[config.mk]
export PLATFORM = sky130hd
export DESIGN_NAME = nvd_dispatch
export DESIGN_NICKNAME = d
export VERILOG_FILES = /design/src/rtl/nvd_pkg.sv /design/src/rtl/nvd_nmi_if.sv /design/src/rtl/nvd_dispatch.sv /design/src/rtl/nvd_nmi_det.sv
export SDC_FILE = /design/constraint.sdc
export NUM_CORES = 1
export LEC_CHECK = 0
export ABC_AREA = 1
export BUFFER_PORTS_ARGS = -buffer_cell sky130_fd_sc_hd__buf_4
export CAP_MARGIN = 20
export CORE_UTILIZATION = 35
export CTS_BUF_LIST = sky130_fd_sc_hd__clkbuf_4 sky130_fd_sc_hd__clkbuf_8
export DETAILED_ROUTE_END_ITERATION = 6
export PLACE_DENSITY_LB_ADDON = 0.2
export SKIP_LAST_GASP = 1
export SYNTH_ARGS = -nofsm -noshare
export SYNTH_HDL_FRONTEND = slang
export SYNTH_SLANG_ARGS = --single-unit
[constraint.sdc]
create_clock -name CORE_CLK -period 5.55 [get_ports CORE_CLK]
set_input_delay 0 -clock CORE_CLK [delete_from_list [all_inputs] [get_ports CORE_CLK]]
set_output_delay 0 -clock CORE_CLK [all_outputs]
set_load 0.02 [all_outputs]
[src/rtl/nvd_pkg.sv]
// package: offsets, status word layout, exception codes and handler addresses
package nvd_pkg;
  localparam int          ADDR_W         = 8;
  localparam logic [7:0]  OFF_RISE_EN    = 8'h00;
  localparam logic [7:0]  OFF_FALL_EN    = 8'h04;
  localparam logic [7:0]  OFF_WDT_MODE   = 8'h08;
  localparam logic [7:0]  OFF_PSW        = 8'h0c;
  localparam logic [7:0]  OFF_FATAL_PC   = 8'h10;
  localparam logic [7:0]  OFF_FATAL_PSW  = 8'h14;
  localparam logic [7:0]  OFF_CAUSE      = 8'h18;
  localparam logic [7:0]  OFF_MASK_PC    = 8'h1c;
  localparam logic [7:0]  OFF_MASK_PSW   = 8'h20;
  localparam logic [7:0]  OFF_PENDING    = 8'h24;
  localparam int          NMI_SVC_BIT    = 7;
  localparam int          EXC_PROG_BIT   = 6;
  localparam int          INT_DIS_BIT    = 5;
  localparam int          WDT_SEL_BIT    = 4;
  localparam int          PSW_W          = 8;
  localparam logic [31:0] PSW_RESET      = 32'h0000_0020;
  localparam logic [15:0] CODE_NMI_PIN   = 16'h0010;
  localparam logic [15:0] CODE_NMI_WDT   = 16'h0020;
  localparam logic [15:0] CODE_ILLEGAL   = 16'h0060;
  localparam logic [15:0] CODE_MASK_LOW  = 16'h0080;
  localparam logic [15:0] CODE_MASK_HIGH = 16'h0140;
  localparam logic [15:0] CODE_STEP      = 16'h0010;
  localparam int          LOW_GROUP      = 8;
  localparam int          SRC_SERIAL2    = 24;
  localparam int          SRC_AUTOBUS_A  = 29;
  localparam int          SRC_AUTOBUS_B  = 30;
  localparam int          SRC_WDT        = 0;
  localparam logic [31:0] ILLEGAL_OFFSET = 32'h0000_0004;
endpackage

[src/rtl/nvd_nmi_if.sv]
// carrier between the dispatcher and the non-maskable detector
interface nvd_nmi_if;
  logic rise_en;
  logic fall_en;
  logic wdt_evt;
  logic ack_pin;
  logic ack_wdt;
  logic pend_pin;
  logic pend_wdt;
  modport ctrl (output rise_en, fall_en, wdt_evt, ack_pin, ack_wdt,
                input  pend_pin, pend_wdt);
  modport det  (input  rise_en, fall_en, wdt_evt, ack_pin, ack_wdt,
                output pend_pin, pend_wdt);
endinterface

[src/rtl/nvd_dispatch.sv]
// interrupt acknowledge, non-maskable path and vector dispatch with apb registers
// Functional notes
// - simultaneous maskable: lowest priority number wins
// - sources 23-39 code 0230H..0330H, zero-extended handler
// - divide in progress saves its own address
// - illegal opcode: saved address plus 4
// - other events save the next address
// - non-maskable ignores disable, beats maskable
// - pin edge enabled by edge bits requests
// - watchdog non-maskable only when select is 1
// - hold non-maskable while in-service flag set
// - repeated non-maskable requests merge into one
// - save pc and status to fatal saves
// - cause upper half 0010H pin, 0020H watchdog
// - entry sets in-service, disable; clears in-progress
// - vector to 00000010H or 00000020H
// - variant-only sources never assert when absent
// - status bits 7,6,5; reset 00000020H
// - edge enable bit 0, both reset to 0
//
// Design decisions made here: the register addresses and the APB register port.
module nvd_dispatch #(
  parameter int NUM_SRC     = 40,
  parameter bit HAS_SERIAL2 = 1'b1,
  parameter bit HAS_AUTOBUS = 1'b1
) (
  // clock and reset
  input  wire logic               CORE_CLK,
  input  wire logic               RESETN,
  // apb slave
  input  wire logic               PSEL,
  input  wire logic               PENABLE,
  input  wire logic               PWRITE,
  input  wire logic [7:0]         PADDR,
  input  wire logic [31:0]        PWDATA,
  output logic      [31:0]        PRDATA,
  output logic                    PREADY,
  output logic                    PSLVERR,
  // event sources
  input  wire logic               NMI_PIN,
  input  wire logic               WDT_OVF,
  input  wire logic [NUM_SRC-1:0] MASK_REQ,
  // core
  input  wire logic [31:0]        CORE_PC,
  input  wire logic [31:0]        CORE_NEXT_PC,
  input  wire logic               CORE_DIVIDE_BUSY,
  input  wire logic               CORE_ILLEGAL,
  output logic                    VEC_VALID,
  output logic      [31:0]        VEC_ADDR,
  output logic      [NUM_SRC-1:0] MASK_ACK
);
  typedef enum logic [4:0] {
    SEL_NONE = 5'h01,
    SEL_PIN  = 5'h02,
    SEL_WDT  = 5'h04,
    SEL_ILL  = 5'h08,
    SEL_MASK = 5'h10
  } nvd_sel_e;

  if (NUM_SRC < 40 || NUM_SRC > 64) begin : g_bad_cfg
    $error("NUM_SRC must be 40 to 64");
  end

  logic               rst_s1;
  logic               rst_n;
  logic               rise_en;
  logic               fall_en;
  logic [7:0]         wdt_mode;
  logic [31:0]        program_status_word;
  logic [31:0]        fatal_pc_save;
  logic [31:0]        fatal_status_save;
  logic [31:0]        exception_cause_reg;
  logic [31:0]        maskable_pc_save;
  logic [31:0]        maskable_status_save;
  logic               wdt_mask_pend;
  logic [NUM_SRC-1:0] avail;
  logic [NUM_SRC-1:0] eff_req;
  logic [5:0]         next_win;
  logic               next_found;
  nvd_sel_e           next_sel;
  logic [31:0]        restored;
  logic [15:0]        win_code;
  logic               wr_en;
  logic               mapped;
  logic               nonmask_in_service_flag;
  logic               interrupt_disable_flag;
  nvd_nmi_if          nmi ();

  // reset release through two flops
  always_ff @(posedge CORE_CLK or negedge RESETN) begin
    if (!RESETN) begin
      rst_s1 <= 1'b0;
      rst_n  <= 1'b0;
    end else begin
      rst_s1 <= 1'b1;
      rst_n  <= rst_s1;
    end
  end

  nvd_nmi_det u_det (
    .clk   (CORE_CLK),
    .rst_n (rst_n),
    .pin   (NMI_PIN),
    .nmi   (nmi)
  );

  assign nonmask_in_service_flag = program_status_word[nvd_pkg::NMI_SVC_BIT];
  assign interrupt_disable_flag  = program_status_word[nvd_pkg::INT_DIS_BIT];
  assign nmi.rise_en = rise_en;
  assign nmi.fall_en = fall_en;
  assign nmi.wdt_evt = WDT_OVF & wdt_mode[nvd_pkg::WDT_SEL_BIT];
  assign nmi.ack_pin = (next_sel == SEL_PIN);
  assign nmi.ack_wdt = (next_sel == SEL_WDT);

  // variant-only sources are gated off
  generate
    for (genvar i = 0; i < NUM_SRC; i++) begin : g_avail
      if (i == nvd_pkg::SRC_SERIAL2) begin : g_s2
        assign avail[i] = HAS_SERIAL2;
      end else if (i == nvd_pkg::SRC_AUTOBUS_A || i == nvd_pkg::SRC_AUTOBUS_B) begin : g_ab
        assign avail[i] = HAS_AUTOBUS;
      end else begin : g_on
        assign avail[i] = 1'b1;
      end
    end
  endgenerate

  always_comb begin
    eff_req = MASK_REQ & avail;
    eff_req[nvd_pkg::SRC_WDT] = MASK_REQ[nvd_pkg::SRC_WDT] | wdt_mask_pend;
  end

  // lowest index wins
  always_comb begin
    next_win   = 6'h00;
    next_found = 1'b0;
    for (int i = NUM_SRC - 1; i >= 0; i--) begin
      if (eff_req[i]) begin
        next_win   = 6'(i);
        next_found = 1'b1;
      end
    end
  end

  // code table: sources 0-7 from 0080H, the rest from 0140H
  always_comb begin
    if (next_win < 6'(nvd_pkg::LOW_GROUP)) begin
      win_code = nvd_pkg::CODE_MASK_LOW + 16'(next_win) * nvd_pkg::CODE_STEP;
    end else begin
      win_code = nvd_pkg::CODE_MASK_HIGH
               + 16'(next_win - 6'(nvd_pkg::LOW_GROUP)) * nvd_pkg::CODE_STEP;
    end
  end

  // one entry per cycle, none in the cycle after an entry
  always_comb begin
    if (VEC_VALID) begin
      next_sel = SEL_NONE;
    end else if (nmi.pend_pin && !nonmask_in_service_flag) begin
      next_sel = SEL_PIN;
    end else if (nmi.pend_wdt && !nonmask_in_service_flag) begin
      next_sel = SEL_WDT;
    end else if (CORE_ILLEGAL) begin
      next_sel = SEL_ILL;
    end else if (next_found && !interrupt_disable_flag && !nonmask_in_service_flag) begin
      next_sel = SEL_MASK;
    end else begin
      next_sel = SEL_NONE;
    end
  end

  always_comb begin
    if (next_sel == SEL_ILL) begin
      restored = CORE_PC + nvd_pkg::ILLEGAL_OFFSET;
    end else if (CORE_DIVIDE_BUSY) begin
      restored = CORE_PC;
    end else begin
      restored = CORE_NEXT_PC;
    end
  end

  // vector output and acknowledge
  always_ff @(posedge CORE_CLK or negedge rst_n) begin
    if (!rst_n) begin
      VEC_VALID <= 1'b0;
      VEC_ADDR  <= 32'h0000_0000;
      MASK_ACK  <= '0;
    end else begin
      VEC_VALID <= (next_sel != SEL_NONE);
      MASK_ACK  <= '0;
      case (next_sel)
        SEL_PIN:  VEC_ADDR <= {16'h0000, nvd_pkg::CODE_NMI_PIN};
        SEL_WDT:  VEC_ADDR <= {16'h0000, nvd_pkg::CODE_NMI_WDT};
        SEL_ILL:  VEC_ADDR <= {16'h0000, nvd_pkg::CODE_ILLEGAL};
        SEL_MASK: begin
          VEC_ADDR <= {16'h0000, win_code};
          MASK_ACK[next_win] <= 1'b1;
        end
        default:  VEC_ADDR <= VEC_ADDR;
      endcase
    end
  end

  // context save
  always_ff @(posedge CORE_CLK or negedge rst_n) begin
    if (!rst_n) begin
      fatal_pc_save        <= 32'h0000_0000;
      fatal_status_save    <= 32'h0000_0000;
      exception_cause_reg  <= 32'h0000_0000;
      maskable_pc_save     <= 32'h0000_0000;
      maskable_status_save <= 32'h0000_0000;
    end else if (next_sel == SEL_PIN || next_sel == SEL_WDT) begin
      fatal_pc_save       <= restored;
      fatal_status_save   <= program_status_word;
      exception_cause_reg[31:16] <= (next_sel == SEL_PIN) ? nvd_pkg::CODE_NMI_PIN
                                                          : nvd_pkg::CODE_NMI_WDT;
    end else if (next_sel == SEL_ILL || next_sel == SEL_MASK) begin
      maskable_pc_save     <= restored;
      maskable_status_save <= program_status_word;
      exception_cause_reg[15:0] <= (next_sel == SEL_ILL) ? nvd_pkg::CODE_ILLEGAL : win_code;
    end
  end

  // status word; entry wins over a software write
  always_ff @(posedge CORE_CLK or negedge rst_n) begin
    if (!rst_n) begin
      program_status_word <= nvd_pkg::PSW_RESET;
    end else if (next_sel == SEL_PIN || next_sel == SEL_WDT) begin
      program_status_word[nvd_pkg::NMI_SVC_BIT]  <= 1'b1;
      program_status_word[nvd_pkg::INT_DIS_BIT]  <= 1'b1;
      program_status_word[nvd_pkg::EXC_PROG_BIT] <= 1'b0;
    end else if (next_sel != SEL_NONE) begin
      program_status_word[nvd_pkg::INT_DIS_BIT]  <= 1'b1;
      program_status_word[nvd_pkg::EXC_PROG_BIT] <= 1'b0;
    end else if (wr_en && PADDR == nvd_pkg::OFF_PSW) begin
      program_status_word <= {24'h000000, PWDATA[nvd_pkg::PSW_W-1:0]};
    end
  end

  // maskable watchdog latch
  always_ff @(posedge CORE_CLK or negedge rst_n) begin
    if (!rst_n) begin
      wdt_mask_pend <= 1'b0;
    end else if (WDT_OVF && !wdt_mode[nvd_pkg::WDT_SEL_BIT]) begin
      wdt_mask_pend <= 1'b1;
    end else if (next_sel == SEL_MASK && next_win == 6'(nvd_pkg::SRC_WDT)) begin
      wdt_mask_pend <= 1'b0;
    end
  end

  // apb slave: zero wait, read data captured in setup
  assign wr_en   = PSEL & PENABLE & PWRITE & mapped;
  assign PREADY  = 1'b1;
  assign PSLVERR = PSEL & PENABLE & ~mapped;
  assign mapped  = (PADDR[1:0] == 2'b00) && (PADDR <= nvd_pkg::OFF_PENDING);

  always_ff @(posedge CORE_CLK or negedge rst_n) begin
    if (!rst_n) begin
      rise_en  <= 1'b0;
      fall_en  <= 1'b0;
      wdt_mode <= 8'h00;
    end else if (wr_en) begin
      if (PADDR == nvd_pkg::OFF_RISE_EN) rise_en <= PWDATA[0];
      if (PADDR == nvd_pkg::OFF_FALL_EN) fall_en <= PWDATA[0];
      if (PADDR == nvd_pkg::OFF_WDT_MODE) wdt_mode <= PWDATA[7:0];
    end
  end

  always_ff @(posedge CORE_CLK or negedge rst_n) begin
    if (!rst_n) begin
      PRDATA <= 32'h0000_0000;
    end else if (PSEL && !PENABLE && !PWRITE) begin
      case (PADDR)
        nvd_pkg::OFF_RISE_EN:   PRDATA <= {31'h0, rise_en};
        nvd_pkg::OFF_FALL_EN:   PRDATA <= {31'h0, fall_en};
        nvd_pkg::OFF_WDT_MODE:  PRDATA <= {24'h0, wdt_mode};
        nvd_pkg::OFF_PSW:       PRDATA <= program_status_word;
        nvd_pkg::OFF_FATAL_PC:  PRDATA <= fatal_pc_save;
        nvd_pkg::OFF_FATAL_PSW: PRDATA <= fatal_status_save;
        nvd_pkg::OFF_CAUSE:     PRDATA <= exception_cause_reg;
        nvd_pkg::OFF_MASK_PC:   PRDATA <= maskable_pc_save;
        nvd_pkg::OFF_MASK_PSW:  PRDATA <= maskable_status_save;
        nvd_pkg::OFF_PENDING:   PRDATA <= {30'h0, nmi.pend_wdt, nmi.pend_pin};
        default:                PRDATA <= 32'h0000_0000;
      endcase
    end
  end
endmodule

[src/rtl/nvd_nmi_det.sv]
// non-maskable pin synchroniser, edge select and sticky pending latches
module nvd_nmi_det (
  // clock and reset
  input  wire logic clk,
  input  wire logic rst_n,
  // pin
  input  wire logic pin,
  // dispatcher side
  nvd_nmi_if.det    nmi
);
  logic sync1;
  logic sync2;
  logic prev;
  logic edge_hit;

  always_ff @(posedge clk or negedge rst_n) begin
    if (!rst_n) begin
      sync1 <= 1'b0;
      sync2 <= 1'b0;
      prev  <= 1'b0;
    end else begin
      sync1 <= pin;
      sync2 <= sync1;
      prev  <= sync2;
    end
  end

  assign edge_hit = (nmi.rise_en & sync2 & ~prev) | (nmi.fall_en & ~sync2 & prev);

  // set wins over acknowledge; repeats merge into one
  always_ff @(posedge clk or negedge rst_n) begin
    if (!rst_n) begin
      nmi.pend_pin <= 1'b0;
    end else if (edge_hit) begin
      nmi.pend_pin <= 1'b1;
    end else if (nmi.ack_pin) begin
      nmi.pend_pin <= 1'b0;
    end
  end

  always_ff @(posedge clk or negedge rst_n) begin
    if (!rst_n) begin
      nmi.pend_wdt <= 1'b0;
    end else if (nmi.wdt_evt) begin
      nmi.pend_wdt <= 1'b1;
    end else if (nmi.ack_wdt) begin
      nmi.pend_wdt <= 1'b0;
    end
  end
endmodule

==> flow_summary.yaml <==
timing:
  finalCritPeriodShare: 0.658
  worst_slew_pin_slew_ps: 941
  finalHoldViolations: 0
  setup_violations: 0
  fmax_mhz: 274
  rsz0062_at_grt: "no"
  maxSlewViolCount: 0
  finClkSkew_ps: 20.7
  final.setup.tns_ps: 0
  min_period_ps: 3650
  slew_headroom: 0.370
route:
  drtIter0Drc: 560
  drt_wl_total_mm: 28.4
  postRouteAntennaNets: 0
  drt_pass1_iterations: 7
  post_drt_wl_per_cell_um: 14.6
  route.detailed.drc: 1
  post_drt_via_cell_ratio: 4.68
  num_vias: 9115
synthesis:
  netlist-cell-type-count: 52
  synth_top_cell_area_share: 0.486
  avgSynthCellArea_um2: 7.72
  ys_seq_elements: 197
  synthArstFlopShare: 1.00
  synth_common_cells: "nand2_1 (410), dfrtp_1 (196), inv_1 (183), o21ai_0 (115), nor2_1 (98)"
  syn_inst: 1306
  synthesis.area_um2: 10100
  yosysWarnings: 0
  yosysMostFrequentCell: "nand2_1"
  synth_edf_count: 0
  yosysSeqAreaShare: 0.489
  synth_top_cell_by_area: "dfrtp_1"
  synth_top_flop_cell: "dfrtp_1"
  synth_area_leaders: "dfrtp_1 (49%), nand2_1 (15%), inv_1 (6.8%)"
global_route:
  grt_max_degree: 136
  grt_pass1_vias: 8643
  grt_usage: 0.196
  antenna_found_initial: 0
  grt_first_pass_wirelength_mm: 44.9
  gr-total-overflow: 0
critical_path:
  r2r_end: "maskable_pc_save[30]"
  max_stage_delay_ps: 650
  crit_family: "simple AND/OR/NAND/NOR gates"
  crit_arrival_ps: 4050
  worstPathCellList: "dlygate4sd3_1 > buf_4 > ha_1 > nand3_1 > nand3b_4 > nor3_2 > inv_2 > nor3_2 > inv_2 > nor2_4 > inv_2 > nor4_4 > nand3_2 > nor3_2 > nand2_2 > nor2_4 > nand3_1 > xor2_1 > nor2_1 > a31oi_1 > dlygate4sd3_1 > nand2_1 > o21ai_1"
  reg2reg_from: "wdt_mask_pend"
  cp_slowest_cell: "dlygate4sd3_1"
  reg2reg_depth: 11
  crit_buf_inv: 6
  crit_fanout: 4
  worstSetupPathType: "input port to flop"
  worstPathRequired_ps: 5950
  start_kind: "input port"
  worst-r2r-setup-slack_ps: 2140
  crit_path_end_kind: "flop"
  cp-startpoint: "CORE_PC[2]"
power_and_ir_drop:
  leakage_nw: 6.63
  powerDensity_nw_per_um2: 229
  peakVddDrop_mv: 0.142
hold_path:
  hold_end: "maskable_pc_save[13]"
  holdPathStages: 6
  min_from: "CORE_PC[13]"
  hp-class: "input port to flop"
clocking:
  cts-root-buf: "clkbuf_8"
  cts_resized: 0
  cts_buffers: 17
  insertion_delay_ps: 470
  path_clk_slew_ps: 110
  ctsHtreeMaxLevel: 4
  clock_path_buffers: 2
  clkSinkCount: 197
  cts_tree: "done"
final_layout:
  drive_above_1_share: 0.189
  area_growth_pct: 28.7
  diodes: 0
  design_area_um2: 13000
  multi_input_area_um2: 4150
  ff_latch_area_um2: 4930
  regMostFlops: "MASK_ACK"
  nets: 1716
  fillers: 2860
  largest_reg_flops: 40
die:
  die-area_um2: 29500
  rows: 61
  io_pins: 260
  start_util: 0.359
  design.core.area_um2: 28100
  die_h_um: 172
  die_x_um: 172
placement:
  dp_hpwl_mm: 20.1
  place_area_um2: 12000
  numPortBuffers: 214
  gp_congestion: 0.829
outcome:
  violations: "DRC"
  status: "finished, violations left"
flow_run:
  max_cap_violations: 0
==> worst reg2reg max path: cells and delay by family (launching register included) <==
family | cells | cell delay, ps
AOI/OAI and AO/OA | 3 | 850
buffers and inverters | 3 | 740
DFF | 1 | 390
and+or+nand+nor | 5 | 1310
==> worst max-delay path by stage <==
stage / to / slack [ps] / cells past startpoint
2_1_floorplan: MASK_ACK[0] / 2300 / 0
3_3_place_gp: maskable_pc_save[30] / 2090 / 11
5_1_grt: maskable_pc_save[28] / 1690 / 23
4_1_cts: maskable_pc_save[28] / 1960 / 23
3_5_place_dp: maskable_pc_save[30] / 2090 / 11
6_report: maskable_pc_save[28] / 1900 / 23
==> cells in the final DEF (no fill, tap or decap), types with 4 or more instances in the layout <==
| master | netlist | final |
|---|---|---|
| o21ai_0 | 115 | 115 |
| ha_1 | 7 | 7 |
| nand2_1 | 410 | 410 |
| nor4_1 | 4 | 4 |
| o22ai_1 | 31 | 31 |
| inv_1 | 183 | 183 |
| buf_4 | 25 | 222 |
| dfrtp_1 | 196 | 195 |
| nor3_1 | 34 | 34 |
| nand3_1 | 16 | 16 |
| o21ai_1 | 8 | 8 |
| nor2_1 | 98 | 98 |
| a31oi_1 | 15 | 15 |
| nor3_2 | 6 | 6 |
| xnor2_1 | 4 | 4 |
| clkbuf_8 | 0 | 18 |
| dlygate4sd3_1 | 0 | 53 |
| xor2_1 | 9 | 9 |
| conb_1 | 2 | 22 |
| a221oi_1 | 7 | 7 |
| a21oi_1 | 26 | 26 |
| inv_2 | 10 | 10 |
| a21o_1 | 4 | 4 |
==> cell type report <==
cell class / count / share of cell area
sequential: 197 / 0.380
multi-input combinational: 867 / 0.320
timing repair buffer: 277 / 0.173
inverter: 196 / 0.0567
tap: 378 / 0.0364
clock buffer: 19 / 0.0197
clock inverter: 13 / 0.0145
==> cell families after synthesis <==
logic type / after synthesis / synth area share
xor gates and xnor gates: 13 / 0.0113
buffers and inverters: 262 / 0.107
muxes: 2 / 0.00223
DFF: 197 / 0.489
other: 2 / 0.000744
AOI/OAI and AO/OA: 232 / 0.133
adders and majority gates: 7 / 0.00868
and+or+nand+nor: 591 / 0.248
==> layer usage <==
metal  share of wire  global-route usage
met5               0                   0
met4          0.0086              0.0458
met3           0.062              0.0419
met2            0.45               0.316
met1            0.48               0.268
==> power breakdown <==
part / leakage (nW) / switching (mW) / internal [mW]
logic: 4.02 / 0.253 / 0.177
clock network: 0.217 / 0.535 / 0.478
registers: 2.40 / 0.0352 / 1.50
total: 6.63 / 0.823 / 2.15
==> through the flow <==
stage	utilization	total power, mW	hold WS, ps	std cells	setup slack [ps]
4_1_cts	0.461	3.02	9.40	1946	1960
5_1_grt	0.462	3.13	33.0	1947	1690
2_1_floorplan	-	1.79	-296	1326	2300
6_report	0.462	2.98	28.5	1947	1900
3_3_place_gp	0.426	1.95	-215	1861	2090
3_5_place_dp	0.426	1.96	-214	1861	2090
==> what timing repair did <==
action	in CTS	in global routing
buffers inserted	0	0
hold endpoints to repair	63	0
hold buffers	53	0
endpoints found under the setup margin	0	0
No activity file was read; power rests on OpenSTA's default activity.
